`src/include/bwta_regs.vh`:
```
// Constants for the byte/word transfer and 8-bit arithmetic datapath.
// Assumes inclusion by bare name from design files; definitions only.
`ifndef BWTA_REGS_VH
`define BWTA_REGS_VH
// Operation codes
`define BWTA_OP_XCHB 4'h0
`define BWTA_OP_MOVE_WORD_TO_AX 4'h1
`define BWTA_OP_MOVE_WORD_FROM_AX 4'h2
`define BWTA_OP_EXCHANGE_WORD 4'h3
`define BWTA_OP_ADD 4'h4
`define BWTA_OP_ADD_WITH_CARRY 4'h5
`define BWTA_OP_SUB 4'h6
`define BWTA_OP_SUBTRACT_WITH_BORROW 4'h7
// Operand sources
`define BWTA_SRC_REG 2'h0
`define BWTA_SRC_IMM 2'h1
`define BWTA_SRC_MEM 2'h2
// Destinations for arithmetic
`define BWTA_DST_A 2'h0
`define BWTA_DST_REG 2'h1
`define BWTA_DST_MEM 2'h2
// Register indices
`define BWTA_R_X 3'h0
`define BWTA_R_A 3'h1
`define BWTA_R_C 3'h2
`define BWTA_R_B 3'h3
`define BWTA_R_E 3'h4
`define BWTA_R_D 3'h5
`define BWTA_R_L 3'h6
`define BWTA_R_H 3'h7
// Register pair indices
`define BWTA_RP_AX 2'h0
// Reset values
`define BWTA_REG_RESET 8'h00
`define BWTA_FLAG_RESET 1'b0
// Flag bit positions on the flag output
`define BWTA_FLAG_CARRY 0
`define BWTA_FLAG_HALF_CARRY 1
`define BWTA_FLAG_Z 2
// Clock counts
`define BWTA_CLK_XCH_REG 8'h02
`define BWTA_CLK_WORD_REG 8'h04
`define BWTA_CLK_ARITH_REG 8'h04
`define BWTA_CLK_IMM_REG 8'h04
`define BWTA_CLK_MEM_WAIT_IDLE 8'h00
`endif

```
`src/hw/bwta_alu8.v`:
```
// 8-bit add/subtract unit with carry and half-carry out.
// Assumes purely combinational use inside the datapath.
`timescale 1ns/1ps
module bwta_alu8 (
	a,
	b,
	cin,
	sub,
	res,
	cout,
	hout,
	zout
);
	input wire [7:0] a;
	input wire [7:0] b;
	input wire cin;
	input wire sub;
	output reg [7:0] res;
	output reg cout;
	output reg hout;
	output wire zout;

	reg [4:0] lo;
	reg [4:0] hi;

	always @* begin
		if (sub) begin
			lo = {1'b0, a[3:0]} - {1'b0, b[3:0]} - {4'h0, cin};
			hi = {1'b0, a[7:4]} - {1'b0, b[7:4]} - {4'h0, lo[4]};
		end else begin
			lo = {1'b0, a[3:0]} + {1'b0, b[3:0]} + {4'h0, cin};
			hi = {1'b0, a[7:4]} + {1'b0, b[7:4]} + {4'h0, lo[4]};
		end
		res = {hi[3:0], lo[3:0]};
		cout = hi[4];
		hout = lo[4];
	end

	assign zout = (res == 8'h00);
endmodule

```
`src/hw/bwta_core.v`:
```
// Execution datapath for byte exchange, word move/exchange and 8-bit add/subtract.
// Assumes a sequencer issues one operation at a time and a memory side that
// answers reads and writes with a ready strobe, stretched by wait states.
`timescale 1ns/1ps
`include "bwta_regs.vh"

// Functional notes
// RULE1 - Fast RAM or no data access uses short count; other areas use long count.
// RULE2 - One instruction clock equals one period of the selected core clock.
// RULE3 - Counts hold for fetch from internal ROM; other fetches may be slower.
// RULE4 - Each external byte read adds the read wait states once.
// RULE5 - Each external byte write adds write wait states; word store adds twice.
// RULE6 - Byte exchange swaps accumulator and register or memory; flags untouched.
// RULE7 - Add stores 8-bit sum, updates zero, half-carry and carry flags.
// RULE8 - Add with carry adds operand plus carry, updates all three flags.
// RULE9 - Subtract stores difference, carry is borrow, zero and half-carry updated.
// RULE10 - Subtract with borrow removes operand and carry, updates all three flags.
// RULE11 - Word moves and exchange accept only BC, DE, HL pairs; no flags change.
// RULE12 - Half-carry from bit 3 carry or borrow; zero when result is zero.
// RULE13 - Register forms reject the accumulator as the general register operand.
module bwta_core (
	clock,
	rst,
	op_valid,
	op_ready,
	op_code,
	op_src,
	op_dst,
	op_reg,
	op_pair,
	op_imm,
	op_addr,
	op_fast,
	op_word,
	op_done,
	op_illegal,
	op_clocks,
	mem_rd,
	mem_wr,
	mem_addr,
	mem_wdata,
	mem_rdata,
	mem_ack,
	acc_out,
	x_out,
	flags_out
);
	input wire clock;
	input wire rst;
	input wire op_valid;
	output wire op_ready;
	input wire [3:0] op_code;
	input wire [1:0] op_src;
	input wire [1:0] op_dst;
	input wire [2:0] op_reg;
	input wire [1:0] op_pair;
	input wire [7:0] op_imm;
	input wire [15:0] op_addr;
	input wire op_fast;
	input wire op_word;
	output reg op_done;
	output reg op_illegal;
	output reg [7:0] op_clocks;
	output reg mem_rd;
	output reg mem_wr;
	output reg [15:0] mem_addr;
	output reg [7:0] mem_wdata;
	input wire [7:0] mem_rdata;
	input wire mem_ack;
	output wire [7:0] acc_out;
	output wire [7:0] x_out;
	output wire [2:0] flags_out;

	localparam ST_IDLE = 3'h0;
	localparam ST_RD = 3'h1;
	localparam ST_EXEC = 3'h2;
	localparam ST_WR = 3'h3;
	localparam ST_DONE = 3'h4;

	// Register file X,A,C,B,E,D,L,H indexed by the register code
	reg [7:0] rf_q [0:7];
	reg carry_flag_q;
	reg half_carry_flag_q;
	reg z_q;
	reg [2:0] st_q;
	reg [3:0] code_q;
	reg [1:0] src_q;
	reg [1:0] dst_q;
	reg [2:0] reg_q;
	reg [1:0] pair_q;
	reg [7:0] imm_q;
	reg [15:0] addr_q;
	reg word_q;
	reg fast_q;
	reg hi_q;
	reg [7:0] mem_q;
	reg [7:0] cnt_q;
	integer i;

	wire is_arith = code_q[2];
	wire is_sub = code_q[1];
	wire use_carry = code_q[0];
	wire [7:0] operand = (src_q == `BWTA_SRC_IMM) ? imm_q :
		(src_q == `BWTA_SRC_MEM) ? mem_q : rf_q[reg_q];
	wire [7:0] alu_a = (dst_q == `BWTA_DST_REG) ? rf_q[reg_q] :
		(dst_q == `BWTA_DST_MEM) ? mem_q : rf_q[`BWTA_R_A];
	wire [7:0] alu_b = (dst_q == `BWTA_DST_A) ? operand :
		(dst_q == `BWTA_DST_REG) ? rf_q[`BWTA_R_A] : imm_q;
	wire [7:0] alu_res;
	wire alu_c;
	wire alu_h;
	wire alu_z;

	bwta_alu8 u_alu (
		.a(alu_a),
		.b(alu_b),
		.cin(use_carry & carry_flag_q),
		.sub(is_sub),
		.res(alu_res),
		.cout(alu_c),
		.hout(alu_h),
		.zout(alu_z)
	);

	// Low register index of a pair
	function [2:0] pair_lo;
		input [1:0] p;
		begin
			pair_lo = {p, 1'b0};
		end
	endfunction

	// Decode of forms that are not provided
	function bad_form;
		input [3:0] c;
		input [1:0] s;
		input [1:0] d;
		input [2:0] r;
		input [1:0] p;
		begin
			bad_form = 1'b0;
			if (c == `BWTA_OP_MOVE_WORD_TO_AX || c == `BWTA_OP_MOVE_WORD_FROM_AX ||
				c == `BWTA_OP_EXCHANGE_WORD) begin
				if (s == `BWTA_SRC_REG && p == `BWTA_RP_AX)
					bad_form = 1'b1; // RULE11
			end else if (c > `BWTA_OP_SUBTRACT_WITH_BORROW) begin
				bad_form = 1'b1;
			end else if ((s == `BWTA_SRC_REG && (d == `BWTA_DST_A || !c[2])) ||
				(c[2] && d == `BWTA_DST_REG)) begin
				if (r == `BWTA_R_A)
					bad_form = 1'b1; // RULE13
			end
		end
	endfunction

	// Fast RAM data is taken from op_imm and writes to it are dropped, so it never sees a handshake
	wire needs_write = !fast_q && ((!is_arith && src_q == `BWTA_SRC_MEM &&
		code_q != `BWTA_OP_MOVE_WORD_TO_AX) || (is_arith && dst_q == `BWTA_DST_MEM));

	assign op_ready = (st_q == ST_IDLE);
	assign acc_out = rf_q[`BWTA_R_A];
	assign x_out = rf_q[`BWTA_R_X];
	assign flags_out = {z_q, half_carry_flag_q, carry_flag_q};

	always @(posedge clock) begin
		if (rst) begin
			for (i = 0; i < 8; i = i + 1)
				rf_q[i] <= `BWTA_REG_RESET;
			carry_flag_q <= `BWTA_FLAG_RESET;
			half_carry_flag_q <= `BWTA_FLAG_RESET;
			z_q <= `BWTA_FLAG_RESET;
			st_q <= ST_IDLE;
			code_q <= 4'h0;
			src_q <= 2'h0;
			dst_q <= 2'h0;
			reg_q <= 3'h0;
			pair_q <= 2'h0;
			imm_q <= 8'h00;
			addr_q <= 16'h0000;
			word_q <= 1'b0;
			fast_q <= 1'b0;
			hi_q <= 1'b0;
			mem_q <= 8'h00;
			cnt_q <= 8'h00;
			op_done <= 1'b0;
			op_illegal <= 1'b0;
			op_clocks <= 8'h00;
			mem_rd <= 1'b0;
			mem_wr <= 1'b0;
			mem_addr <= 16'h0000;
			mem_wdata <= 8'h00;
		end else begin
			op_done <= 1'b0;
			op_illegal <= 1'b0;
			// Each state edge is one core clock period
			if (st_q != ST_IDLE)
				cnt_q <= cnt_q + 8'h01; // RULE2
			case (st_q)
			ST_IDLE: begin
				cnt_q <= 8'h01;
				hi_q <= 1'b0;
				if (op_valid) begin
					if (bad_form(op_code, op_src, op_dst, op_reg, op_pair)) begin
						op_illegal <= 1'b1; // RULE13
					end else begin
						code_q <= op_code;
						src_q <= op_src;
						dst_q <= op_dst;
						reg_q <= op_reg;
						pair_q <= op_pair;
						imm_q <= op_imm;
						addr_q <= op_addr;
						word_q <= op_word;
						fast_q <= op_fast;
						// Fast RAM and register forms need no memory stretch
						if (op_fast || (op_src != `BWTA_SRC_MEM &&
							!(op_code[2] && op_dst == `BWTA_DST_MEM))) begin
							st_q <= ST_EXEC; // RULE1
							mem_q <= op_imm;
						end else if (op_code != `BWTA_OP_MOVE_WORD_FROM_AX) begin
							st_q <= ST_RD;
							mem_rd <= 1'b1;
							mem_addr <= op_addr;
						end else begin
							st_q <= ST_EXEC;
						end
					end
				end
			end
			ST_RD: begin
				// Read stays up until the memory ends its read wait states
				if (mem_ack) begin
					mem_rd <= 1'b0; // RULE4
					mem_q <= mem_rdata;
					if (word_q && !hi_q && code_q == `BWTA_OP_MOVE_WORD_TO_AX) begin
						rf_q[`BWTA_R_X] <= mem_rdata;
						hi_q <= 1'b1;
						mem_rd <= 1'b1;
						mem_addr <= addr_q + 16'h0001;
					end else begin
						st_q <= ST_EXEC;
					end
				end
			end
			ST_EXEC: begin
				st_q <= ST_DONE;
				case (code_q)
				`BWTA_OP_XCHB: begin
					// Flags are left alone for exchange
					rf_q[`BWTA_R_A] <= operand; // RULE6
					if (src_q == `BWTA_SRC_REG)
						rf_q[reg_q] <= rf_q[`BWTA_R_A];
					mem_wdata <= rf_q[`BWTA_R_A];
				end
				`BWTA_OP_MOVE_WORD_TO_AX: begin
					if (src_q == `BWTA_SRC_REG) begin
						rf_q[`BWTA_R_X] <= rf_q[pair_lo(pair_q)]; // RULE11
						rf_q[`BWTA_R_A] <= rf_q[pair_lo(pair_q) + 3'h1];
					end else begin
						rf_q[`BWTA_R_A] <= mem_q;
					end
				end
				`BWTA_OP_MOVE_WORD_FROM_AX: begin
					if (src_q == `BWTA_SRC_REG) begin
						rf_q[pair_lo(pair_q)] <= rf_q[`BWTA_R_X]; // RULE11
						rf_q[pair_lo(pair_q) + 3'h1] <= rf_q[`BWTA_R_A];
					end
					mem_wdata <= rf_q[`BWTA_R_X];
				end
				`BWTA_OP_EXCHANGE_WORD: begin
					rf_q[`BWTA_R_X] <= rf_q[pair_lo(pair_q)]; // RULE11
					rf_q[`BWTA_R_A] <= rf_q[pair_lo(pair_q) + 3'h1];
					rf_q[pair_lo(pair_q)] <= rf_q[`BWTA_R_X];
					rf_q[pair_lo(pair_q) + 3'h1] <= rf_q[`BWTA_R_A];
				end
				default: begin
					// Add, add with carry, subtract, subtract with borrow
					carry_flag_q <= alu_c; // RULE7 RULE8 RULE9 RULE10
					half_carry_flag_q <= alu_h; // RULE12
					z_q <= alu_z; // RULE12
					if (dst_q == `BWTA_DST_A)
						rf_q[`BWTA_R_A] <= alu_res;
					else if (dst_q == `BWTA_DST_REG)
						rf_q[reg_q] <= alu_res;
					mem_wdata <= alu_res;
				end
				endcase
				if (needs_write) begin
					st_q <= ST_WR;
					mem_wr <= 1'b1;
					mem_addr <= addr_q;
					hi_q <= 1'b0;
				end
			end
			ST_WR: begin
				// Write stays up until the memory ends its write wait states
				if (mem_ack) begin
					mem_wr <= 1'b0; // RULE5
					if (word_q && !hi_q && code_q == `BWTA_OP_MOVE_WORD_FROM_AX) begin
						hi_q <= 1'b1;
						mem_wr <= 1'b1;
						mem_addr <= addr_q + 16'h0001;
						mem_wdata <= rf_q[`BWTA_R_A]; // RULE5
					end else begin
						st_q <= ST_DONE;
					end
				end
			end
			ST_DONE: begin
				// Count is as measured with fetch from internal ROM
				op_done <= 1'b1; // RULE3
				op_clocks <= cnt_q;
				st_q <= ST_IDLE;
			end
			default: begin
				st_q <= ST_IDLE;
			end
			endcase
		end
	end
endmodule

```
`config.mk`:
```
export PLATFORM = sky130hd
export DESIGN_NAME = bwta_core
export DESIGN_NICKNAME = d
export VERILOG_FILES = /design/src/hw/bwta_alu8.v /design/src/hw/bwta_core.v
export VERILOG_INCLUDE_DIRS = /design/src /design/src/include
export SDC_FILE = /design/constraint.sdc
export NUM_CORES = 1
export LEC_CHECK = 0
export BUFFER_PORTS_ARGS = -buffer_cell sky130_fd_sc_hd__buf_2
export CAP_MARGIN = 20
export CORE_UTILIZATION = 45
export DETAILED_ROUTE_END_ITERATION = 7
export PLACE_DENSITY = 0.76
export SYNTH_ARGS = -nofsm -noshare
export SYNTH_HDL_FRONTEND = slang
export SYNTH_SLANG_ARGS = --single-unit
```
`constraint.sdc`:
```
create_clock -name clock -period 5.3 [get_ports clock]
set_input_delay 0.265 -clock clock [delete_from_list [all_inputs] [get_ports clock]]
set_output_delay 0.265 -clock clock [all_outputs]
set_load 0.01 [all_outputs]
```
# ---- After elaboration in Yosys (flattened, before gate mapping)
# Memory sizes are Yosys's and may differ from the RTL's. A register that Yosys moved wholly into a read port is not among the register bits.
# Cells that the tools add are included.
dict set report totals {
  regBits 98
  ramBits 64
  in_bits 51
  word_cells 275
  mem_count 1
}
dict set report op_classes {
  addsub 11
  magnitude_cmp 1
  n_eq_ne 34
  n_mux 133
  n_bitwise 19
  reduce_logical 52
}
# name depth width rd rd_clocked_by_memory_dff wr line_no
set mem_list {}
lappend mem_list {rf_q 8 8 5 2 8 bwta_core.v:81} ;# reg [7:0] rf_q [0:7];
# op count
set op_table {}
lappend op_table {{8-bit two-way mux} 26}
lappend op_table {{16-bit two-way mux} 9}
lappend op_table {{1-bit two-way mux} 72}
lappend op_table {{16-bit one-hot mux with 4 select lines} 1}
lappend op_table {{3-bit two-way mux} 14}
lappend op_table {{8-bit one-hot mux with 2 select lines} 2}
lappend op_table {{2-bit != test (second input constant)} 12}
lappend op_table {{8-bit one-hot mux with 3 select lines} 1}
lappend op_table {{8-bit OR reduction} 3}
lappend op_table {{6-bit AND reduction} 3}
lappend op_table {{16-bit by 1-bit adder with 16-bit output (second input constant)} 1}
lappend op_table {{4-bit by 2-bit == test with 1-bit output (second input constant)} 4}
lappend op_table {{1-bit logical AND} 12}
lappend op_table {{3-bit one-hot mux with 4 select lines} 1}
lappend op_table {{1-bit bitwise OR} 11}
lappend op_table {{4-bit by 4-bit adder with 5-bit output} 2}
lappend op_table {{5-bit by 1-bit adder with 5-bit output} 2}
lappend op_table {{2-bit logical NOT} 5}
lappend op_table {{5-bit two-way mux} 2}
lappend op_table {{10-bit AND reduction} 1}
lappend op_table {{4-bit by 4-bit subtractor with 5-bit output} 2}
lappend op_table {{5-bit by 1-bit subtractor with 5-bit output} 2}
lappend op_table {{8-bit by 1-bit adder with 8-bit output (second input constant)} 1}
lappend op_table {{4-bit by 1-bit == test with 1-bit output (second input constant)} 2}
lappend op_table {{other kinds (31)} 59}

# ---- Longest topological paths before layout
dict set report logic_depth {
  depth_word 14
  depth_mapped 22
  depth_no_buf 20
}

# ---- Cells and area by module
# Synthesis repeated with hierarchy kept, for this count alone.
dict set report unflattened {
  hier_cells 1139
  area_unflattened_um2 10453.8
}
# module n_inst cells_per_inst area_each_um2 seq_area_each_um2
set modules_own_cells {}
lappend modules_own_cells {bwta_core 1 1056 9740.6 3983.8}
lappend modules_own_cells {bwta_alu8 1 83 713.2 0.0}

# ---- Worst setup path after synthesis
# Ideal clock, no wire load.
dict set report synth_timing {
  path_kind {register to register}
  start {reg dst_q[0]}
  end {mem rf_q[1][7], data pin}
  arrival_ns 4.877
  required_ns 5.041
  slack_ns 0.165
  path_stages_with_launch 19
  path_buffers 4
  cell_sequence {dfxtp_1 > clkbuf_1 > clkbuf_1 > clkbuf_1 > buf_1 > mux2i_1 > o21ai_0 > fa_1 > fa_1 > nand2b_1 > a21oi_1 > xnor2_1 > fa_1 > ha_1 > and2_1 > and3_1 > or3_1 > a31o_2 > a211o_1}
}
# item line_no
set synth_lines {}
lappend synth_lines {{start: declaration} bwta_core.v:88} ;# reg [1:0] dst_q;
lappend synth_lines {{start signal: assignment} bwta_core.v:208} ;# dst_q <= op_dst;
lappend synth_lines {{end: declaration} bwta_core.v:81}

==> metrics.cfg <==
[timing]
rsz0062_at_grt=false
worstMarginPinSlew_ps=1130
setup_viol=0
setup_slack_ps=183
fin_crit_sh=0.965
clock_skew_ps=11.2
period_minus_slack_ps=5120
fmax_mhz=195
slew_viol_final=0
hold_viol_final=0
slew_headroom=0.249

[die]
die_h_um=156
num_rows=55
die_w_um=156
start_util=0.463
dieArea_um2=24200
core-area_um2=22900
io_pins=107

[global_route]
use_met2=0.468
grt_pass1_wl_um=56300
grt_max_degree=69
grt_pass1_vias=9752
grt_usage=0.308
grt_busiest_layer=met2
antenna_found_initial=2
grt-ovfl-total=0
grt.met3_usage=0.0622
grtUsageMet1=0.417

[yosys]
synth_seq_cells=167
ys_top_cells_by_area=dfxtp_1 (19%), edfxtp_1 (18%), nand2_1 (6.9%), mux4_2 (6.4%), a21oi_1 (5.2%)
synth_area_um2=10600
yosys_warnings=0
avgSynthCellArea_um2=8.83
synth_edf_count=64
synth_area_leader_cell=dfxtp_1
ys.flop_type=dfxtp_1
async_reset_ff_frac=0
synthDistinctLibCells=85
synth_nets=1277
synth_cells=1202
ys_seq_area_frac=0.375
yosys.area.top_type_share=0.194

[finish]
layout-drive-gt1-share=0.202
nNetsFinal=1360
diodes=0
post-route-util=0.530
area_growth_pct=14.5
fillers=2122

[place]
dp_slack_ps=-18.5
gp_congestion=1.01
dp_hpwl_um=27100
portBuffers=106

[clock_tree]
clk_pin_slew_ps=70
clock-sinks=167
post-cts-setup-buffer-count=0
clock_path_buffers=2
cts_root_buffer=clkbuf_16
cts_tree=yes
cts_buffers=17
cts.htree.levels=4
clk_latency_ps=440

[routing]
drc=0
wire_per_inst_um=22.9
drtIter0Drc=1417
drt-total-wl_um=36900
vias_per_cell=6.46
antenna_left=0
dr.pass1.iters=6
vias=10400

[run]
maxCapViolations=0

[setup_path]
crit_top_cell=fa_1
critPathSlowestCell=fa_1
crit_buf_inv=1
critical_path_arrival_ps=5310
crit_type=flop to flop
cp_max_fo=4
path_delay_family=adder cells
critPathLaunchType=flop
crit_chain=mux4_2 > mux2i_4 > buf_4 > o211ai_1 > o21ai_0 > a221o_1 > fa_1 > fa_1 > nand2b_1 > a21oi_1 > xnor2_1 > fa_1 > ha_1 > and2_1 > and3_1 > or3_1 > a31o_2 > a211o_1
worstSetupEndpointType=flop
crit_required_ps=5490
cpPeakStageDelay_ps=450

[pwr]
power.total_w=0.00370
peakVddDrop_uv=193
leakagePower_nw=4.48
p_per_area_nw_per_um2=305

[min_path]
hp-class=input pin to flop

[outcome]
status=finished clean

-- power by group --
group          internal, W  leakage (nW)  switching [W]
clock network     0.000699         0.298       0.000599
registers          0.00139          1.50      0.0000769
logic             0.000360          2.69       0.000575
-- per-stage QoR --
step / instances / hold WS (ps) / cell area (um2) / setup TNS [ps]
after global routing: 1611 / 74.8 / 12100 / 0
after detailed placement: 1578 / 442 / 11500 / -19.0
final: 1611 / 68.6 / 12100 / 0
after floorplan: 1202 / 380 / 10600 / 0
after CTS: 1610 / 58.5 / 12100 / 0
after global placement: 1578 / 436 / 11500 / 0
-- cells in the mapped netlist (all sizes together), types with 27 or more instances --
master,instances
nor3,28
buf,33
mux2i,35
nor2,92
dfxtp,103
nand2,194
a21oi,111
o21ai,69
clkbuf,53
inv,32
edfxtp,64
mux4,30
nand3,27
-- flip-flops by register name, indices dropped and copies added, names as in the netlist, 4 cells and up, named ones only --
signal,cells
mem_addr,16
mem_wdata,8
addr_q,16
mem_q,8
op_clocks,8
rf_q,64
imm_q,8
cnt_q,8
code_q,4
-- cells in the final DEF (no fill, tap or decap), drive strengths merged, types with 18 or more instances in the layout --
master / Yosys / routed
buf: 33 / 150
nor2: 92 / 92
o22ai: 19 / 19
edfxtp: 64 / 64
a211oi: 21 / 21
mux2i: 35 / 35
nand3: 27 / 27
clkbuf: 53 / 18
nand2: 194 / 194
dfxtp: 103 / 103
inv: 32 / 41
nor3: 28 / 28
o21ai: 69 / 69
a21oi: 111 / 111
mux4: 30 / 30
-- cell type report --
class | count | area (um2) | share of cell area
multi-input combinational | 916 | 6180 | 0.509
inverter | 33 | 124 | 0.0102
tap | 313 | 392 | 0.0322
sequential | 167 | 3990 | 0.328
clock inverter | 14 | 154 | 0.0127
clock buffer | 18 | 450 | 0.0371
timing repair buffer | 150 | 861 | 0.0709
-- cell families (layout without fill, tap and decap cells) --
logic type / after synthesis / in the layout / synth area share
AOI/OAI and AO/OA: 354 / 354 / 0.219
xor gates and xnor gates: 18 / 18 / 0.0149
adders and majority gates: 24 / 24 / 0.0339
buffers and inverters: 119 / 215 / 0.0464
DFF: 167 / 167 / 0.375
muxes: 76 / 76 / 0.108
and+or+nand+nor: 444 / 444 / 0.202
-- routing by layer --
metal / vias up / wire [um]
met4: 4 / 1740
met2: 711 / 16200
met1: 4917 / 14900
met5: - / 59
li1: 4624 / -
met3: 145 / 3960
-- path summary, 6_finish.rpt --
kind,start,endpoint,slack (ps),depth (start not counted)
max,flop,rf_q[1][7],180,18
min,op_word,word_q,70,3
max reg2reg,flop,rf_q[1][7],180,18
min reg2reg,mem_addr[1],mem_addr[1],450,2
-- what timing repair did --
item	in CTS	in global routing
gates resized for setup	2	6
hold buffers	0	0
pin swaps	0	0
endpoints found under the setup margin	7	25
hold endpoints to repair	0	0
-- tightest hold or removal path: stages --
cell     delay, ps
buf_2           90
nand2_1         40
a21oi_1         50
Power figures use the tool's default switching activity.
